--- src/ext_port_pkg.sv ---
// Constants shared by the external control handshake port and its helpers.
// Assumes a single 100 MHz clock domain and a 32-bit APB register bus.
package ext_port_pkg;

	// Clock rate and the panel-select hold time.
	localparam int unsigned CLK_HZ = 100_000_000;
	localparam int unsigned LOAD_HOLD_MS = 10;
	localparam int unsigned LOAD_HOLD_CYC = LOAD_HOLD_MS * (CLK_HZ / 1000);

	// Register byte offsets.
	localparam logic [7:0] CTRL_OFS = 8'h00;
	localparam logic [7:0] STATUS_OFS = 8'h04;
	localparam logic [7:0] IRQ_STAT_OFS = 8'h08;
	localparam logic [7:0] IRQ_MASK_OFS = 8'h0C;
	localparam logic [7:0] RESULT_OFS = 8'h10;
	localparam logic [7:0] SPARE_OUT_OFS = 8'h14;
	localparam logic [7:0] SPARE_IN_OFS = 8'h18;
	localparam logic [7:0] CMD_OFS = 8'h1C;

	// Control register fields.
	localparam int CTRL_EXT_BIT = 0;
	localparam int CTRL_BIN_BIT = 1;
	localparam int CTRL_CNT_LSB = 8;
	localparam int CNT_W = 8;
	localparam logic [CNT_W-1:0] CNT_RESET = 8'h01;

	// Status register fields.
	localparam int ST_BUSY_BIT = 0;
	localparam int ST_LOAD_BIT = 1;
	localparam int ST_LOCK_BIT = 2;
	localparam int ST_DONE_BIT = 3;
	localparam int ST_PANEL_LSB = 4;

	// Event bits, shared by the interrupt status and mask registers.
	localparam int EV_W = 5;
	localparam int EV_START = 0;
	localparam int EV_DONE = 1;
	localparam int EV_PRINT = 2;
	localparam int EV_LOAD = 3;
	localparam int EV_LOCK = 4;

	// Result register fields.
	localparam int RES_OVER_BIT = 0;
	localparam int RES_PASS_BIT = 1;
	localparam int RES_UNDER_BIT = 2;
	localparam int RES_FAULT_BIT = 3;
	localparam int RES_OOB_BIT = 4;
	localparam int RES_CAT_LSB = 5;

	// Command register fields.
	localparam int CMD_LOADED_BIT = 0;

	// Pin group widths.
	localparam int PANEL_W = 5;
	localparam int CAT_W = 10;
	localparam int SPARE_OUT_W = 11;
	localparam int SPARE_IN_W = 2;

endpackage : ext_port_pkg

--- src/pin_sync_edge.sv ---
// Two-stage synchroniser with rising-edge detection for a group of pins.
// Assumes the pins are asynchronous to pclk; the first stage feeds only the second.
`timescale 1ns/1ns
module pin_sync_edge #(
	parameter int W = 1
) (
	input wire logic pclk,
	input wire logic presetn,
	input wire logic [W-1:0] din,
	output logic [W-1:0] level,
	output logic [W-1:0] rise
);

	logic [W-1:0] meta_reg;
	logic [W-1:0] last_reg;

	// Synchronise, then keep one more stage to find edges on clean data.
	always_ff @(posedge pclk or negedge presetn) begin
		if (!presetn) begin
			meta_reg <= '0;
			level <= '0;
			last_reg <= '0;
		end else begin
			meta_reg <= din;
			level <= meta_reg;
			last_reg <= level;
		end
	end

	assign rise = level & ~last_reg;

endmodule : pin_sync_edge

--- src/hold_timer.sv ---
// Stability timer: pulses once when a bus value has changed and then held
// unchanged for CYCLES clocks. Input must already be synchronous to pclk.
`timescale 1ns/1ns
module hold_timer #(
	parameter int W = 5,
	parameter int unsigned CYCLES = 1000
) (
	input wire logic pclk,
	input wire logic presetn,
	input wire logic [W-1:0] value,
	output logic fire,
	output logic [W-1:0] held
);

	localparam int CW = $clog2(CYCLES + 1);
	localparam logic [CW-1:0] LAST = CW'(CYCLES - 1);

	logic [CW-1:0] cnt_reg;
	logic armed_reg;

	// Any change restarts the window; only a full quiet window fires.
	always_ff @(posedge pclk or negedge presetn) begin
		if (!presetn) begin
			held <= '0;
			cnt_reg <= '0;
			armed_reg <= 1'b0;
			fire <= 1'b0;
		end else begin
			fire <= 1'b0;
			if (value != held) begin
				held <= value;
				cnt_reg <= '0;
				armed_reg <= 1'b1;
			end else if (armed_reg) begin
				if (cnt_reg == LAST) begin
					fire <= 1'b1;
					armed_reg <= 1'b0;
				end else begin
					cnt_reg <= cnt_reg + 1'b1;
				end
			end
		end
	end

endmodule : hold_timer

--- src/ext_control_port.sv ---
// External control handshake port: trigger, completion, judgment, bin,
// panel select, key lock, print and spare lines, with an APB register file.
// Assumes firmware measures on request and posts each result over APB.
//
// The placing of the registers and the APB interface to the registers are this design's own decisions.
`timescale 1ns/1ns
module ext_control_port #(
	parameter int unsigned LOAD_HOLD_CYCLES = ext_port_pkg::LOAD_HOLD_CYC
) (
	input wire logic pclk,
	input wire logic presetn,
	input wire logic psel,
	input wire logic penable,
	input wire logic pwrite,
	input wire logic [7:0] paddr,
	input wire logic [31:0] pwdata,
	output logic [31:0] prdata,
	output logic pready,
	output logic pslverr,
	output logic irq,
	input wire logic measure_start_input,
	input wire logic hardcopy_request,
	input wire logic front_panel_disable,
	input wire logic [ext_port_pkg::PANEL_W-1:0] panel_select_lines,
	output logic measure_done,
	output logic over_limit,
	output logic pass_judgment,
	output logic under_limit,
	output logic measurement_fault,
	output logic [ext_port_pkg::CAT_W-1:0] category_outputs,
	output logic out_of_range_bin,
	output logic key_lock_active,
	output logic print_pulse,
	output logic measure_begin
);

	////////////////////////////////////////////////////////////////////////
	// Pin synchronisation.

	logic [ext_port_pkg::SPARE_IN_W-1:0] edge_lvl;
	logic [ext_port_pkg::SPARE_IN_W-1:0] edge_rise;
	logic lock_lvl;
	logic [ext_port_pkg::PANEL_W-1:0] panel_lvl;
	logic load_fire;
	logic [ext_port_pkg::PANEL_W-1:0] panel_held;

	// edge and spare
	// Trigger and print pins double as the two spare sense lines.
	pin_sync_edge #(.W(ext_port_pkg::SPARE_IN_W)) u_edge_sync (
		.pclk(pclk),
		.presetn(presetn),
		.din({hardcopy_request, measure_start_input}),
		.level(edge_lvl),
		.rise(edge_rise)
	);

	// Key lock and panel lines are levels; edges are not used.
	pin_sync_edge #(.W(ext_port_pkg::PANEL_W + 1)) u_level_sync (
		.pclk(pclk),
		.presetn(presetn),
		.din({front_panel_disable, panel_select_lines}),
		.level({lock_lvl, panel_lvl}),
		.rise()
	);

	// hold window
	// A panel number is accepted only after it held still for the window.
	hold_timer #(.W(ext_port_pkg::PANEL_W), .CYCLES(LOAD_HOLD_CYCLES)) u_hold (
		.pclk(pclk),
		.presetn(presetn),
		.value(panel_lvl),
		.fire(load_fire),
		.held(panel_held)
	);

	////////////////////////////////////////////////////////////////////////
	// APB decode.

	// Compare a bus address with a register offset.
	function automatic logic hit(input logic [7:0] addr, input logic [7:0] ofs);
		hit = (addr == ofs);
	endfunction : hit

	logic wr_en;
	logic known;
	assign wr_en = psel & penable & pwrite & pready;
	assign known = hit(paddr, ext_port_pkg::CTRL_OFS) | hit(paddr, ext_port_pkg::STATUS_OFS) |
		hit(paddr, ext_port_pkg::IRQ_STAT_OFS) | hit(paddr, ext_port_pkg::IRQ_MASK_OFS) |
		hit(paddr, ext_port_pkg::RESULT_OFS) | hit(paddr, ext_port_pkg::SPARE_OUT_OFS) |
		hit(paddr, ext_port_pkg::SPARE_IN_OFS) | hit(paddr, ext_port_pkg::CMD_OFS);

	////////////////////////////////////////////////////////////////////////
	// Registers and state.

	logic measure_start_input_ext_reg;
	logic bin_mode_reg;
	logic [ext_port_pkg::CNT_W-1:0] meas_count_reg;
	logic busy_reg;
	logic [ext_port_pkg::CNT_W-1:0] remaining_reg;
	logic load_busy_reg;
	logic [ext_port_pkg::PANEL_W-1:0] panel_reg;
	logic [ext_port_pkg::EV_W-1:0] irq_stat_reg;
	logic [ext_port_pkg::EV_W-1:0] irq_mask_reg;
	logic [ext_port_pkg::SPARE_OUT_W-1:0] spare_out_reg;
	logic [31:0] status_word;
	logic start_ev;
	logic done_ev;
	logic result_wr;
	logic lock_chg;
	logic [ext_port_pkg::EV_W-1:0] events;

	// external source only
	// A start edge counts only when externally triggered, idle and not loading.
	assign start_ev = edge_rise[0] & measure_start_input_ext_reg & ~busy_reg & ~load_busy_reg;
	assign result_wr = wr_en & hit(paddr, ext_port_pkg::RESULT_OFS) & busy_reg;
	assign done_ev = result_wr & (remaining_reg <= 8'h01);
	assign lock_chg = lock_lvl ^ key_lock_active;
	assign events = {lock_chg, load_fire, edge_rise[1], done_ev, start_ev};

	// Software settings: trigger source, bin mode, count of runs.
	always_ff @(posedge pclk or negedge presetn) begin
		if (!presetn) begin
			measure_start_input_ext_reg <= 1'b0;
			bin_mode_reg <= 1'b0;
			meas_count_reg <= ext_port_pkg::CNT_RESET;
		end else if (wr_en && hit(paddr, ext_port_pkg::CTRL_OFS)) begin
			measure_start_input_ext_reg <= pwdata[ext_port_pkg::CTRL_EXT_BIT];
			bin_mode_reg <= pwdata[ext_port_pkg::CTRL_BIN_BIT];
			meas_count_reg <= pwdata[ext_port_pkg::CTRL_CNT_LSB +: ext_port_pkg::CNT_W];
		end
	end

	// counted runs
	// Each posted result uses one run; the last one ends the sequence.
	always_ff @(posedge pclk or negedge presetn) begin
		if (!presetn) begin
			busy_reg <= 1'b0;
			remaining_reg <= '0;
		end else if (start_ev) begin
			busy_reg <= 1'b1;
			remaining_reg <= (meas_count_reg == '0) ? 8'h01 : meas_count_reg;
		end else if (result_wr) begin
			busy_reg <= ~done_ev;
			remaining_reg <= remaining_reg - 8'h01;
		end
	end

	// done with judgment
	// Judgment lines change only together with the rise of done.
	always_ff @(posedge pclk or negedge presetn) begin
		if (!presetn) begin
			measure_done <= 1'b0;
			over_limit <= 1'b0;
			pass_judgment <= 1'b0;
			under_limit <= 1'b0;
			measurement_fault <= 1'b0;
		end else if (start_ev) begin
			measure_done <= 1'b0;
		end else if (done_ev) begin
			measure_done <= 1'b1;
			over_limit <= pwdata[ext_port_pkg::RES_OVER_BIT];
			pass_judgment <= pwdata[ext_port_pkg::RES_PASS_BIT];
			under_limit <= pwdata[ext_port_pkg::RES_UNDER_BIT];
			measurement_fault <= pwdata[ext_port_pkg::RES_FAULT_BIT];
		end
	end

	// spare outputs
	// Bin pins are shared with spare drive lines; bin mode takes them over.
	always_ff @(posedge pclk or negedge presetn) begin
		if (!presetn) begin
			category_outputs <= '0;
			out_of_range_bin <= 1'b0;
		end else if (!bin_mode_reg) begin
			out_of_range_bin <= spare_out_reg[0];
			category_outputs <= spare_out_reg[ext_port_pkg::SPARE_OUT_W-1:1];
		end else if (done_ev) begin
			out_of_range_bin <= pwdata[ext_port_pkg::RES_OOB_BIT];
			category_outputs <= pwdata[ext_port_pkg::RES_CAT_LSB +: ext_port_pkg::CAT_W];
		end
	end

	// Spare drive value written by the remote command path.
	always_ff @(posedge pclk or negedge presetn) begin
		if (!presetn) begin
			spare_out_reg <= '0;
		end else if (wr_en && hit(paddr, ext_port_pkg::SPARE_OUT_OFS)) begin
			spare_out_reg <= pwdata[ext_port_pkg::SPARE_OUT_W-1:0];
		end
	end

	// load completes
	// Load stays busy until firmware reports the panel applied.
	always_ff @(posedge pclk or negedge presetn) begin
		if (!presetn) begin
			load_busy_reg <= 1'b0;
			panel_reg <= '0;
		end else if (load_fire) begin
			load_busy_reg <= 1'b1;
			panel_reg <= panel_held;
		end else if (wr_en && hit(paddr, ext_port_pkg::CMD_OFS) &&
			pwdata[ext_port_pkg::CMD_LOADED_BIT]) begin
			load_busy_reg <= 1'b0;
		end
	end

	// level key lock
	// Lock follows the level; print and start are single-cycle strobes.
	always_ff @(posedge pclk or negedge presetn) begin
		if (!presetn) begin
			key_lock_active <= 1'b0;
			print_pulse <= 1'b0;
			measure_begin <= 1'b0;
		end else begin
			key_lock_active <= lock_lvl;
			print_pulse <= edge_rise[1];
			measure_begin <= start_ev;
		end
	end

	////////////////////////////////////////////////////////////////////////
	// Interrupts.

	// Sticky events; a new event wins over a same-cycle write-one clear.
	always_ff @(posedge pclk or negedge presetn) begin
		if (!presetn) begin
			irq_stat_reg <= '0;
		end else if (wr_en && hit(paddr, ext_port_pkg::IRQ_STAT_OFS)) begin
			irq_stat_reg <= (irq_stat_reg & ~pwdata[ext_port_pkg::EV_W-1:0]) | events;
		end else begin
			irq_stat_reg <= irq_stat_reg | events;
		end
	end

	// Mask register: a one enables that event onto the interrupt line.
	always_ff @(posedge pclk or negedge presetn) begin
		if (!presetn) begin
			irq_mask_reg <= '0;
		end else if (wr_en && hit(paddr, ext_port_pkg::IRQ_MASK_OFS)) begin
			irq_mask_reg <= pwdata[ext_port_pkg::EV_W-1:0];
		end
	end

	// Registered level interrupt; lags the status bits by one clock.
	always_ff @(posedge pclk or negedge presetn) begin
		if (!presetn) begin
			irq <= 1'b0;
		end else begin
			irq <= |(irq_stat_reg & irq_mask_reg);
		end
	end

	////////////////////////////////////////////////////////////////////////
	// APB read path and answer.

	// Status word shows live handshake state and the accepted panel.
	always_comb begin
		status_word = '0;
		status_word[ext_port_pkg::ST_BUSY_BIT] = busy_reg;
		status_word[ext_port_pkg::ST_LOAD_BIT] = load_busy_reg;
		status_word[ext_port_pkg::ST_LOCK_BIT] = key_lock_active;
		status_word[ext_port_pkg::ST_DONE_BIT] = measure_done;
		status_word[ext_port_pkg::ST_PANEL_LSB +: ext_port_pkg::PANEL_W] = panel_reg;
	end

	// One wait state: pready rises in the second access cycle, so every
	// transfer takes exactly three clocks including setup.
	always_ff @(posedge pclk or negedge presetn) begin
		if (!presetn) begin
			pready <= 1'b0;
			pslverr <= 1'b0;
			prdata <= '0;
		end else if (psel && penable && !pready) begin
			pready <= 1'b1;
			pslverr <= ~known;
			prdata <= '0;
			if (!pwrite) begin
				if (hit(paddr, ext_port_pkg::CTRL_OFS)) begin
					prdata[ext_port_pkg::CTRL_EXT_BIT] <= measure_start_input_ext_reg;
					prdata[ext_port_pkg::CTRL_BIN_BIT] <= bin_mode_reg;
					prdata[ext_port_pkg::CTRL_CNT_LSB +: ext_port_pkg::CNT_W] <= meas_count_reg;
				end else if (hit(paddr, ext_port_pkg::STATUS_OFS)) begin
					prdata <= status_word;
				end else if (hit(paddr, ext_port_pkg::IRQ_STAT_OFS)) begin
					prdata[ext_port_pkg::EV_W-1:0] <= irq_stat_reg;
				end else if (hit(paddr, ext_port_pkg::IRQ_MASK_OFS)) begin
					prdata[ext_port_pkg::EV_W-1:0] <= irq_mask_reg;
				end else if (hit(paddr, ext_port_pkg::SPARE_OUT_OFS)) begin
					prdata[ext_port_pkg::SPARE_OUT_W-1:0] <= spare_out_reg;
				end else if (hit(paddr, ext_port_pkg::SPARE_IN_OFS)) begin
					prdata[ext_port_pkg::SPARE_IN_W-1:0] <= edge_lvl;
				end
			end
		end else begin
			pready <= 1'b0;
			pslverr <= 1'b0;
		end
	end

endmodule : ext_control_port

--- config.mk ---
export PLATFORM = sky130hd
export DESIGN_NAME = ext_control_port
export DESIGN_NICKNAME = d
export VERILOG_FILES = /design/src/ext_port_pkg.sv /design/src/pin_sync_edge.sv /design/src/hold_timer.sv /design/src/ext_control_port.sv
export SDC_FILE = /design/constraint.sdc
export NUM_CORES = 1
export LEC_CHECK = 0
export BUFFER_PORTS_ARGS = -buffer_cell sky130_fd_sc_hd__clkbuf_2
export CORE_MARGIN = 5
export CORE_UTILIZATION = 50
export CTS_CLUSTER_SIZE = 12
export DETAILED_ROUTE_END_ITERATION = 10
export PLACE_DENSITY = 0.79
export REMOVE_ABC_BUFFERS = 1
export SLEW_MARGIN = 10
export SYNTH_ARGS = -nofsm -noshare
export SYNTH_HDL_FRONTEND = slang
export SYNTH_SLANG_ARGS = --single-unit
--- constraint.sdc ---
create_clock -name pclk -period 2.2 [get_ports pclk]
set_input_delay 0.22 -clock pclk [delete_from_list [all_inputs] [get_ports pclk]]
set_output_delay 0.22 -clock pclk [all_outputs]
set_load 0.01 [all_outputs]
== Word-level counts from Yosys, hierarchy flattened ==
Cells that the tools add are included.

* Register bits: 145
* Input bits: 53
* Output and inout port bits: 54
* Word-level logic and storage cells: 131

* Add/sub/neg operators: 2
* $lt $le $gt $ge: 1
* Eq/ne operators: 11
* Mux-type cells: 37
* Bitwise operators: 29
* Reductions and logical operators: 18

{| class="wikitable"
|+ Operators with widths
! kind !! count
|-
| 2-to-1 mux 20 bit || 3
|-
| == test 8 x 5 -> 1 bit (second input constant) || 4
|-
| 2-to-1 mux 8 bit || 4
|-
| adder 20 x 1 -> 20 bit (second input constant) || 1
|-
| == test 20 bit (second input constant) || 1
|-
| 2-to-1 mux 10 bit || 2
|-
| 2-to-1 mux 6 bit || 3
|-
| == test 8 x 4 -> 1 bit (second input constant) || 2
|-
| zero test 8 bit || 2
|-
| 2-to-1 mux 1 bit || 16
|-
| 2-to-1 mux 16 bit || 1
|-
| 2-to-1 mux 5 bit || 3
|-
| 2-to-1 mux 11 bit || 1
|-
| bitwise AND 5 bit || 2
|-
| bitwise OR 5 bit || 2
|-
| bitwise AND 1 bit || 9
|-
| 2-to-1 mux 9 bit || 1
|-
| == test 8 x 3 -> 1 bit (second input constant) || 1
|-
| <= comparator 8 x 1 -> 1 bit (second input constant) || 1
|-
| logical AND 1 bit || 8
|-
| nonzero test 2 bit || 4
|-
| subtractor 8 x 1 -> 8 bit (second input constant) || 1
|-
| bitwise OR 1 bit || 7
|-
| 2-to-1 mux 2 bit || 3
|-
| other kinds (10) || 16
|}

== Depth between registers and ports, before layout ==
Gate-level depths: netlist (run 1).

* Depth after elaboration: 10
* Depth in mapped cells: 7
* Mapped depth without buffers: 6

== Cells and area by module ==
Synthesis (run 1) repeated with hierarchy kept, for this count alone.

* Cell total of the unflattened synthesis: 545
* Area, all modules: 6153.4 µm²

{| class="wikitable"
|+ Modules (own cells, without submodules)
! module !! times used !! cells an instance !! area each (µm²)
|-
| ext_control_port || 1 || 372 || 4085.2
|-
| hold_timer || 1 || 141 || 1357.6
|-
| pin_sync_edge (u_level_sync) || 1 || 24 || 533.0
|-
| pin_sync_edge (u_edge_sync) || 1 || 8 || 177.7
|}

== Worst setup path before layout (run 1) ==
Ideal clock, no wire load.

* Path kind: register -> register
* Start point: register u_hold.cnt_reg[12]
* End point: register u_hold.cnt_reg[0]
* Library setup time: 0.132 ns
* Arrival: 1.900 ns
* Slack: 0.168 ns
* Cell stages (with the launch flop): 7
* Path buffers: 1
* Period minus slack after synthesis: 2.032 ns
* Cell sequence: dfrtp_1 or4_4 nor4_4 a21bo_4 buf_8 xor2_1 nor2_1

* Longest elaborated chain between the ends: 3

{| class="wikitable"
|+ Ends and longest elaborated chain
! item !! RTL line !! source
|-
| start: declaration || hold_timer.sv:18 || <nowiki>logic [CW-1:0] cnt_reg;</nowiki>
|-
| start signal: assignment || hold_timer.sv:39 || <nowiki>cnt_reg <= cnt_reg + 1'b1;</nowiki>
|-
| == test 20 bit || hold_timer.sv:35 || <nowiki>if (cnt_reg == LAST) begin</nowiki>
|-
| inequality test 2 x 1 -> 1 bit (no line) || n/a ||
|-
| AND reduction 2 bit (no line) || n/a ||
|}

No other way between the ends.
A chain may end at the register's enable or synchronous reset.

== Worst setup path after layout (run 1) ==
* Start point: register u_hold.cnt_reg[15]
* End point: register u_hold.cnt_reg[0]

Same word-level chain as after synthesis.

==> results of run 1 <==
[worst min-delay path by stage]
stage,from,end,slack (ps),cells after the start
floorplan,presetn,bin_mode_reg,-80,0
global placement,presetn,over_limit,150,1
detailed placement,presetn,u_edge_sync.level[0],160,1
CTS,pwdata[15],meas_count_reg[7],20,2
global route,pwdata[15],meas_count_reg[7],30,2
finish,pwdata[15],meas_count_reg[7],40,2
[layout by cell type, fill, tap and decap left out, types with 7 or more instances in the layout]
master         synthesis  final
dfrtp_1              128    128
clkbuf_2               0     73
nand2_1               42     42
nor2_1                41     41
mux2_2                35     35
a21oi_1               30     30
buf_4                 17     23
clkbuf_16              0     17
conb_1                 1     16
xnor2_1               15     15
o21ai_0               15     15
mux2i_1               15     15
nor3_1                14     14
nand3_1               13     13
dlygate4sd3_1          0      9
or3_1                  7      7
o31ai_1                7      7
[cells in the mapped netlist (4+ instances only)]
cell | count | area, um^2
a21o_1 | 4 | 30.03
a21oi_1 | 30 | 150.1
a22o_1 | 5 | 43.79
and4_1 | 6 | 52.55
buf_4 | 17 | 127.6
clkbuf_1 | 16 | 60.06
dfrtp_1 | 128 | 3203
inv_1 | 5 | 18.77
mux2_2 | 35 | 394.1
mux2i_1 | 15 | 150.1
nand2_1 | 42 | 157.7
nand3_1 | 13 | 65.06
nand4_1 | 6 | 37.54
nor2_1 | 41 | 153.9
nor3_1 | 14 | 70.07
nor4_1 | 6 | 37.54
o21ai_0 | 15 | 75.07
o31ai_1 | 7 | 52.55
or3_1 | 7 | 43.79
or4_1 | 6 | 45.04
xnor2_1 | 15 | 131.4
[critical path, stage by stage (launching register included)]
cell and delay [ps]:
dfrtp_1 450, or4b_1 600, nor4_4 300, a21bo_4 270, xor2_1 170, nor2_1 50
[through the flow]
| stage | area [um^2] | hold slack [ps] | setup slack, ps | cells | util (%) |
|---|---|---|---|---|---|
| after floorplan | 5563 | -75.59 | 194.4 | 477 | - |
| after global placement | 6300 | 149.2 | 98.26 | 717 | 55.65 |
| after detailed placement | 6300 | 155.3 | 50.58 | 717 | 55.65 |
| after CTS | 6944 | 18.83 | 249.2 | 758 | 61.34 |
| after global routing | 6944 | 26.43 | 132.2 | 758 | 61.34 |
| final | 6944 | 36.86 | 239.4 | 758 | 61.34 |
[layer usage]
metal / vias up / part of all wire [%]
li1: 1967 / -
met1: 2169 / 42
met2: 166 / 49
met3: 28 / 6.8
met4: 0 / 1.7
met5: - / 0
[area by class of cell]
| type | instances | area, um^2 | area share (%) |
|---|---|---|---|
| clock inverters | 13 | 111.4 | 1.604 |
| repair buffers | 106 | 648.1 | 9.333 |
| multi-input cells | 342 | 2311 | 33.28 |
| clock buffers | 19 | 442.9 | 6.378 |
| flip-flops and latches | 129 | 3229 | 46.50 |
| inverters | 6 | 22.52 | 0.3243 |
| well taps | 143 | 178.9 | 2.577 |
[power breakdown]
group / internal (mW) / switching [mW]
clock network: 1.58 / 1.02
logic: 0.0797 / 0.150
registers: 2.41 / 0.0212
total: 4.07 / 1.19
[repair_timing]
| item | CTS | global route |
|---|---|---|
| hold buffers | 9 | 0 |
| buffers inserted | 0 | 0 |
| hold endpoints to repair | 32 | 0 |
[cells by family (layout without fill, tap and decap cells)]
kind of cell | Yosys count | count (layout) | share of synthesized area, %
simple gates | 168 | 168 | 15.88
flops | 129 | 129 | 56.30
compound gates | 86 | 86 | 10.08
mux | 51 | 51 | 9.882
buf+inv | 46 | 144 | 4.385
xor+xnor | 18 | 18 | 2.749
fa+ha+maj | 3 | 3 | 0.6545
other cells | 1 | 16 | 0.06538
==> impl_metrics.ini, run 1 <==
[routing]
dr.pass1.iters = 5
postRouteAntennaNets = 0
avgRoutedWirePerCell_um = 17.77
drcViolationCount = 0
dr_total_vias = 4330
via_per_inst = 5.712
finalWirelength_um = 13470
drtIter0Drc = 356

[synthesis]
synth_ff_type = dfrtp_1
yosys_warnings = 0
avgSynthCellArea_um2 = 11.43
ys_ff_latch = 129
synth-seq-area-share_pct = 56.30
synth_cells = 502
synth_edf_count = 0
synthArstFlopShare_pct = 100.0
yosysUniqueCellTypes = 64
synth_area_mm2 = 0.005736

[place]
portBuffers = 74
dp_hpwl_um = 9667
routabilityCongestion = 0.9599

[critical_path]
end_kind = register
crit_start = u_hold.cnt_reg[15]
endpoint = u_hold.cnt_reg[0]
worstPathArrival_ps = 2260
worstReg2RegEnd = u_hold.cnt_reg[0]
r2r_start = u_hold.cnt_reg[15]
cp.required_ps = 2500
r2r_cells = 5
crit_fanout = 13
crit_type = reg2reg
r2r_setup_slack_ps = 240
setup.worst_path.start_class = register

[timing]
timing.final.crit_share_pct = 89.12
min_period_ps = 1961
fmax_mhz = 510.1
relSlewSlack_pct = 63.94
rsz0062_at_grt = no
tns_ps = 0
drv_slew = 0
worstMarginPinSlew_ps = 536.7
finalSetupViolCount = 0
hold_viol = 0
clock_skew_ps = 5.712

[global_routing]
grt_busiest_layer = met2
grt_pass1_wl_um = 22150
antenna_found_initial = 0
met3_usage_pct = 5.913
grt_util_met1_pct = 27.65
grt_usage_pct = 21.29
grt_max_degree = 56
grt_pass1_vias = 4404
grt_overflow = 0
met2_usage_pct = 34.58

[die]
start_util_pct = 50.66
die_w_um = 117.1
die_area_mm2 = 0.01371
core_region_area_mm2 = 0.01132
die_height_um = 117.1
row_count = 39
io_pins = 107

[pwr]
ir_worst_vdd_v = 0.0004705
leakagePower_nw = 3.334
p_total_mw = 5.259
powerDensity_mw_per_mm2 = 757.4

[cts]
clock-sinks = 129
cts_buffers = 17
tritoncts = built
cts_buffer_depth = 2
cts.reportedPaths.clkPinSlew_ps = 60
clkLatencyLatePin_ps = 420
cts.repair.resized = 0
htree_levels = 4
cts_root_buf = clkbuf_16

[cells_and_area]
drive_gt1_share_pct = 29.43
area_growth_syn_to_layout_pct = 21.07
num_antenna_cells = 0
largest_reg_flops = 20
nNetsFinal = 658
fill_cells = 926

[worst_hold_path]
hold_path_class = in2reg

[run]
cap_violations = 0

[run_status]
status = finished clean
Note: power is estimated with default switching activity, not from simulation.
==> run 2, diff against run 1 <==
CTS_BUF_LIST = sky130_fd_sc_hd__clkbuf_2   (was unset)
==> run 2 against run 1 <==
Global-route usage grew 0.35 points. Die area unchanged. Sequential share of layout area increased by 0.56 points. Largest power group is now registers. Critical path type unchanged. Routed wire length up 1.7%. Clock skew is 19 ps higher. Largest cell class unchanged. Via count increased by 0.92%. Clock power fell by 50%. First-iteration DRC count shrank 11%. Total power is 24% lower. Non-clock buffer count is 26 higher.
==> impl_metrics.ini, run 2 (same netlist as run 1, synthesis figures left out) <==
[run_status]
status = finished clean

[critical_path]
end_kind = register
r2r_start = pready
setup.worst_path.start_class = register
r2r_cells = 5
crit_type = reg2reg
r2r_setup_slack_ps = 140
worstReg2RegEnd = load_busy_reg
cp.required_ps = 2800
crit_fanout = 4
worstPathArrival_ps = 2660

[timing]
clock_skew_ps = 25.13
tns_ps = 0
relSlewSlack_pct = 29.18
hold_viol = 0
worstMarginPinSlew_ps = 1059
timing.final.crit_share_pct = 93.56
drv_slew = 0
finalSetupViolCount = 0
fmax_mhz = 485.8
min_period_ps = 2058
rsz0062_at_grt = no

[cells_and_area]
final_cell_mix = dfrtp_1 (128), clkbuf_2 (91), nand2_1 (42)
final_common_cell = dfrtp_1
stdcell_area_mm2 = 0.006862
multi_input_area_mm2 = 0.002317
fill_cells = 945
nNetsFinal = 684
seqCellArea_mm2 = 0.003229
area_growth_syn_to_layout_pct = 19.63
num_antenna_cells = 0
largest_reg_flops = 20
drive_gt1_share_pct = 28.39

[cts]
clock-sinks = 129
tritoncts = built
htree_levels = 4
cts_setup_buffers = 0
cts_root_buf = clkbuf_2
cts_buffers = 17
cts_buffer_depth = 2
cts.reportedPaths.clkPinSlew_ps = 190
clkLatencyLatePin_ps = 700

[global_routing]
grt_pass1_wl_um = 22540
antenna_found_initial = 0
grt_overflow = 0
grt_pass1_vias = 4524
grt_usage_pct = 21.63
grt_max_degree = 56

[place]
portBuffers = 74
place_area_mm2 = 0.006300
dp_hpwl_um = 9667
routabilityCongestion = 0.9599

[routing]
drcViolationCount = 0
postRouteAntennaNets = 0
avgRoutedWirePerCell_um = 17.46
dr.pass1.iters = 5
drtIter0Drc = 317
finalWirelength_um = 13690
via_per_inst = 5.574
dr_total_vias = 4370

[die]
die_area_mm2 = 0.01371
die_w_um = 117.1
start_util_pct = 50.66
core_region_area_mm2 = 0.01132
io_pins = 107
row_count = 39
die_height_um = 117.1

[pwr]
ir_worst_vdd_v = 0.0004097
leakagePower_nw = 3.308
powerDensity_mw_per_mm2 = 580.2

[run]
cap_violations = 0

[worst_hold_path]
hold_path_class = in2async
==> run 2: how the worst max path moves through the flow <==
stage,startpoint,end,slack (ps),cells past startpoint
6_report,pready,load_busy_reg,140,5
5_1_grt,pready,load_busy_reg,60,5
4_1_cts,pready,load_busy_reg,170,5
3_5_place_dp,paddr[5],irq_stat_reg[1],50,6
3_3_place_gp,paddr[5],irq_stat_reg[1],100,6
2_1_floorplan,pready,measurement_fault,190,4
==> run 2: where the power goes <==
| group | total, mW | internal (mW) | switching [mW] |
|---|---|---|---|
| registers | 2.43 | 2.41 | 0.0212 |
| clock network | 1.29 | 0.406 | 0.883 |
| logic | 0.266 | 0.107 | 0.158 |
==> run 2: metal layers <==
| layer | GRT usage (%) | wire, um | up-vias |
|---|---|---|---|
| li1 | - | - | 2027 |
| met1 | 28.05 | 5777 | 2167 |
| met2 | 35.53 | 6814 | 159 |
| met3 | 5.861 | 897 | 17 |
| met4 | 7.110 | 200 | 0 |
| met5 | 0 | 0 | - |
==> run 2: critical path, stage by stage, from the launching register on <==
cell and delay (ps):
dfrtp_1 420, nand4_1 280, nor4_2 340, dlygate4sd3_1 610
nand4_1 120, a21o_1 200
==> run 2: stage by stage <==
| stage | setup WS [ps] | power, mW | hold slack [ps] | instances | util (%) |
|---|---|---|---|---|---|
| after global routing | 57.25 | 4.188 | 19.08 | 784 | 60.61 |
| after floorplan | 194.4 | 2.536 | -75.59 | 477 | - |
| after global placement | 98.26 | 2.678 | 149.2 | 717 | 55.65 |
| after CTS | 168.1 | 4.017 | 1.569 | 784 | 60.55 |
| final | 141.7 | 3.981 | 76.33 | 784 | 60.61 |
| after detailed placement | 50.58 | 2.687 | 155.3 | 717 | 55.65 |
==> run 2: cell type report <==
type,count,share of cell area [%]
Sequential cell,129,47.06
Multi-Input combinational cell,342,33.77
Timing Repair Buffer,132,13.24
Tap cell,143,2.608
Clock inverter,14,1.678
Clock buffer,18,1.313
Inverter,6,0.3282
==> run 2: repair_timing <==
item,CTS,global route
hold buffers,35,0
endpoints found under the hold margin,190,0
endpoints found under the setup margin,0,1
resized for setup,0,1
==> run 3, diff against run 2 <==
PLACE_DENSITY = 0.78   (was 0.79)
SYNTH_HIERARCHICAL = 1   (was unset)
==> run 3 against run 2 <==
Total power rose by 11%. Critical path depth increased by 1. Register-to-register slack worse by 130 ps. Synthesized cell count increased by 6.2%. Global-route usage is essentially flat. Cell area increased by 5.4%. Critical endpoint is now u_hold/cnt_reg[0]. Via count grew 8.1%.
==> impl_metrics.ini, run 3 <==
[cts]
cts_root_buf = clkbuf_2
cts_buffers = 17
cts_buffer_depth = 2
clkLatencyLatePin_ps = 720
tritoncts = built
htree_levels = 4
cts.reportedPaths.clkPinSlew_ps = 210
clock-sinks = 129

[critical_path]
r2r_start = u_hold/cnt_reg[15]
crit_fanout = 5
r2r_setup_slack_ps = 20
worstPathArrival_ps = 2770
crit_start = u_hold/cnt_reg[15]
cp.required_ps = 2790
end_kind = register
worstReg2RegEnd = u_hold/cnt_reg[0]
r2r_cells = 6
crit_type = reg2reg
setup.worst_path.start_class = register

[synthesis]
synth_cells = 533
avgSynthCellArea_um2 = 11.11
synth_area_mm2 = 0.005921
yosys_warnings = 6

[global_routing]
grt_usage_pct = 21.65
grt_max_degree = 118
antenna_found_initial = 1
grt_pass1_vias = 4816
grt_pass1_wl_um = 24640
grt_overflow = 0

[timing]
rsz0062_at_grt = yes
clock_skew_ps = 31.42
drv_slew = 0
worstMarginPinSlew_ps = 794.1
fmax_mhz = 457.8
tns_ps = 0
timing.final.crit_share_pct = 99.28
setup_ws_ps = 15.80
hold_viol = 0
finalSetupViolCount = 0
min_period_ps = 2184
relSlewSlack_pct = 47.06

[cells_and_area]
area_growth_syn_to_layout_pct = 22.10
fill_cells = 899
final_cell_mix = dfrtp_1 (128), clkbuf_2 (91), nor2_1 (41)
utilization_pct = 62.78
drive_gt1_share_pct = 29.48
largest_reg_flops = 20
nNetsFinal = 718
layoutNonFillerInstCount = 819
final_common_cell = dfrtp_1

[die]
row_count = 39
die_height_um = 118.8
io_pins = 107
core_region_area_mm2 = 0.01152
start_util_pct = 51.41
die_area_mm2 = 0.01412
die_w_um = 118.8

[run]
cap_violations = 0

[pwr]
p_total_mw = 4.424
leakagePower_nw = 3.426
powerDensity_mw_per_mm2 = 611.9
ir_worst_vdd_v = 0.0005277

[run_status]
status = finished clean

[routing]
finalWirelength_um = 14640
postRouteAntennaNets = 0
drtIter0Drc = 366
dr.pass1.iters = 7
drcViolationCount = 0
dr_total_vias = 4723
via_per_inst = 5.767
avgRoutedWirePerCell_um = 17.87

[place]
placed_cells = 745
dp_hpwl_um = 10150
portBuffers = 74
dp_slack_ps = -66.80
routabilityCongestion = 0.9033

[worst_hold_path]
hold_path_class = in2async
## run 3: final cells by class
type                            instances  area, um^2  share of cell area (%)
Antenna cell                            1       2.502                 0.03461
Clock buffer                           18       90.09                   1.246
Clock inverter                         14       205.2                   2.838
Inverter                               12       45.04                  0.6231
Multi-Input combinational cell        359        2470                   34.16
Sequential cell                       129        3229                   44.67
Tap cell                              143       178.9                   2.475
Timing Repair Buffer                  143        1008                   13.95
## run 3: power by group
part | internal [mW] | switching (mW) | total [mW]
registers | 2.40 | 0.0196 | 2.42
clock network | 0.776 | 0.951 | 1.73
logic | 0.114 | 0.159 | 0.273
## run 3: what timing repair did
| action | CTS | global route |
|---|---|---|
| setup endpoints to repair | 11 | 12 |
| pin swaps | 1 | 5 |
| buffers inserted | 5 | 0 |
| hold buffers | 36 | 0 |
| endpoints found under the hold margin | 196 | 0 |
| gates resized for setup | 2 | 10 |
## run 3: stage by stage
step	area [um^2]	hold slack (ps)
after global placement	6496	74.00
after detailed placement	6496	81.67
after CTS	7191	57.71
final	7229	114.3
after global routing	7229	60.93
after floorplan	5709	-75.59
## run 3: metal layers
| layer | share of wire [%] | up-vias | routed length [um] | GRT usage, % |
|---|---|---|---|---|
| met5 | 0 | - | 0 | 0 |
| met1 | 42 | 2347 | 6210 | 28.03 |
| met2 | 50 | 180 | 7294 | 35.24 |
| met3 | 6.3 | 20 | 916 | 6.019 |
| met4 | 1.5 | 0 | 215 | 7.603 |
| li1 | - | 2176 | - | - |
## run 3: critical path, cell delays in order (launching register included)
cell and delay (ps):
dfrtp_1 420, or4_4 530, or4_4 550, o21ai_4 220, buf_6 140, xor2_1 140
nor2_1 50
## run 3: worst max-delay path by stage
stage	end	slack (ps)	cells after the start
after floorplan	spare_out_reg[0]	-370	3
after global placement	u_hold/cnt_reg[1]	10	5
after detailed placement	u_hold/cnt_reg[4]	-70	5
after CTS	u_hold/cnt_reg[4]	30	6
after global routing	u_hold/cnt_reg[4]	-60	6
final	u_hold/cnt_reg[0]	20	6
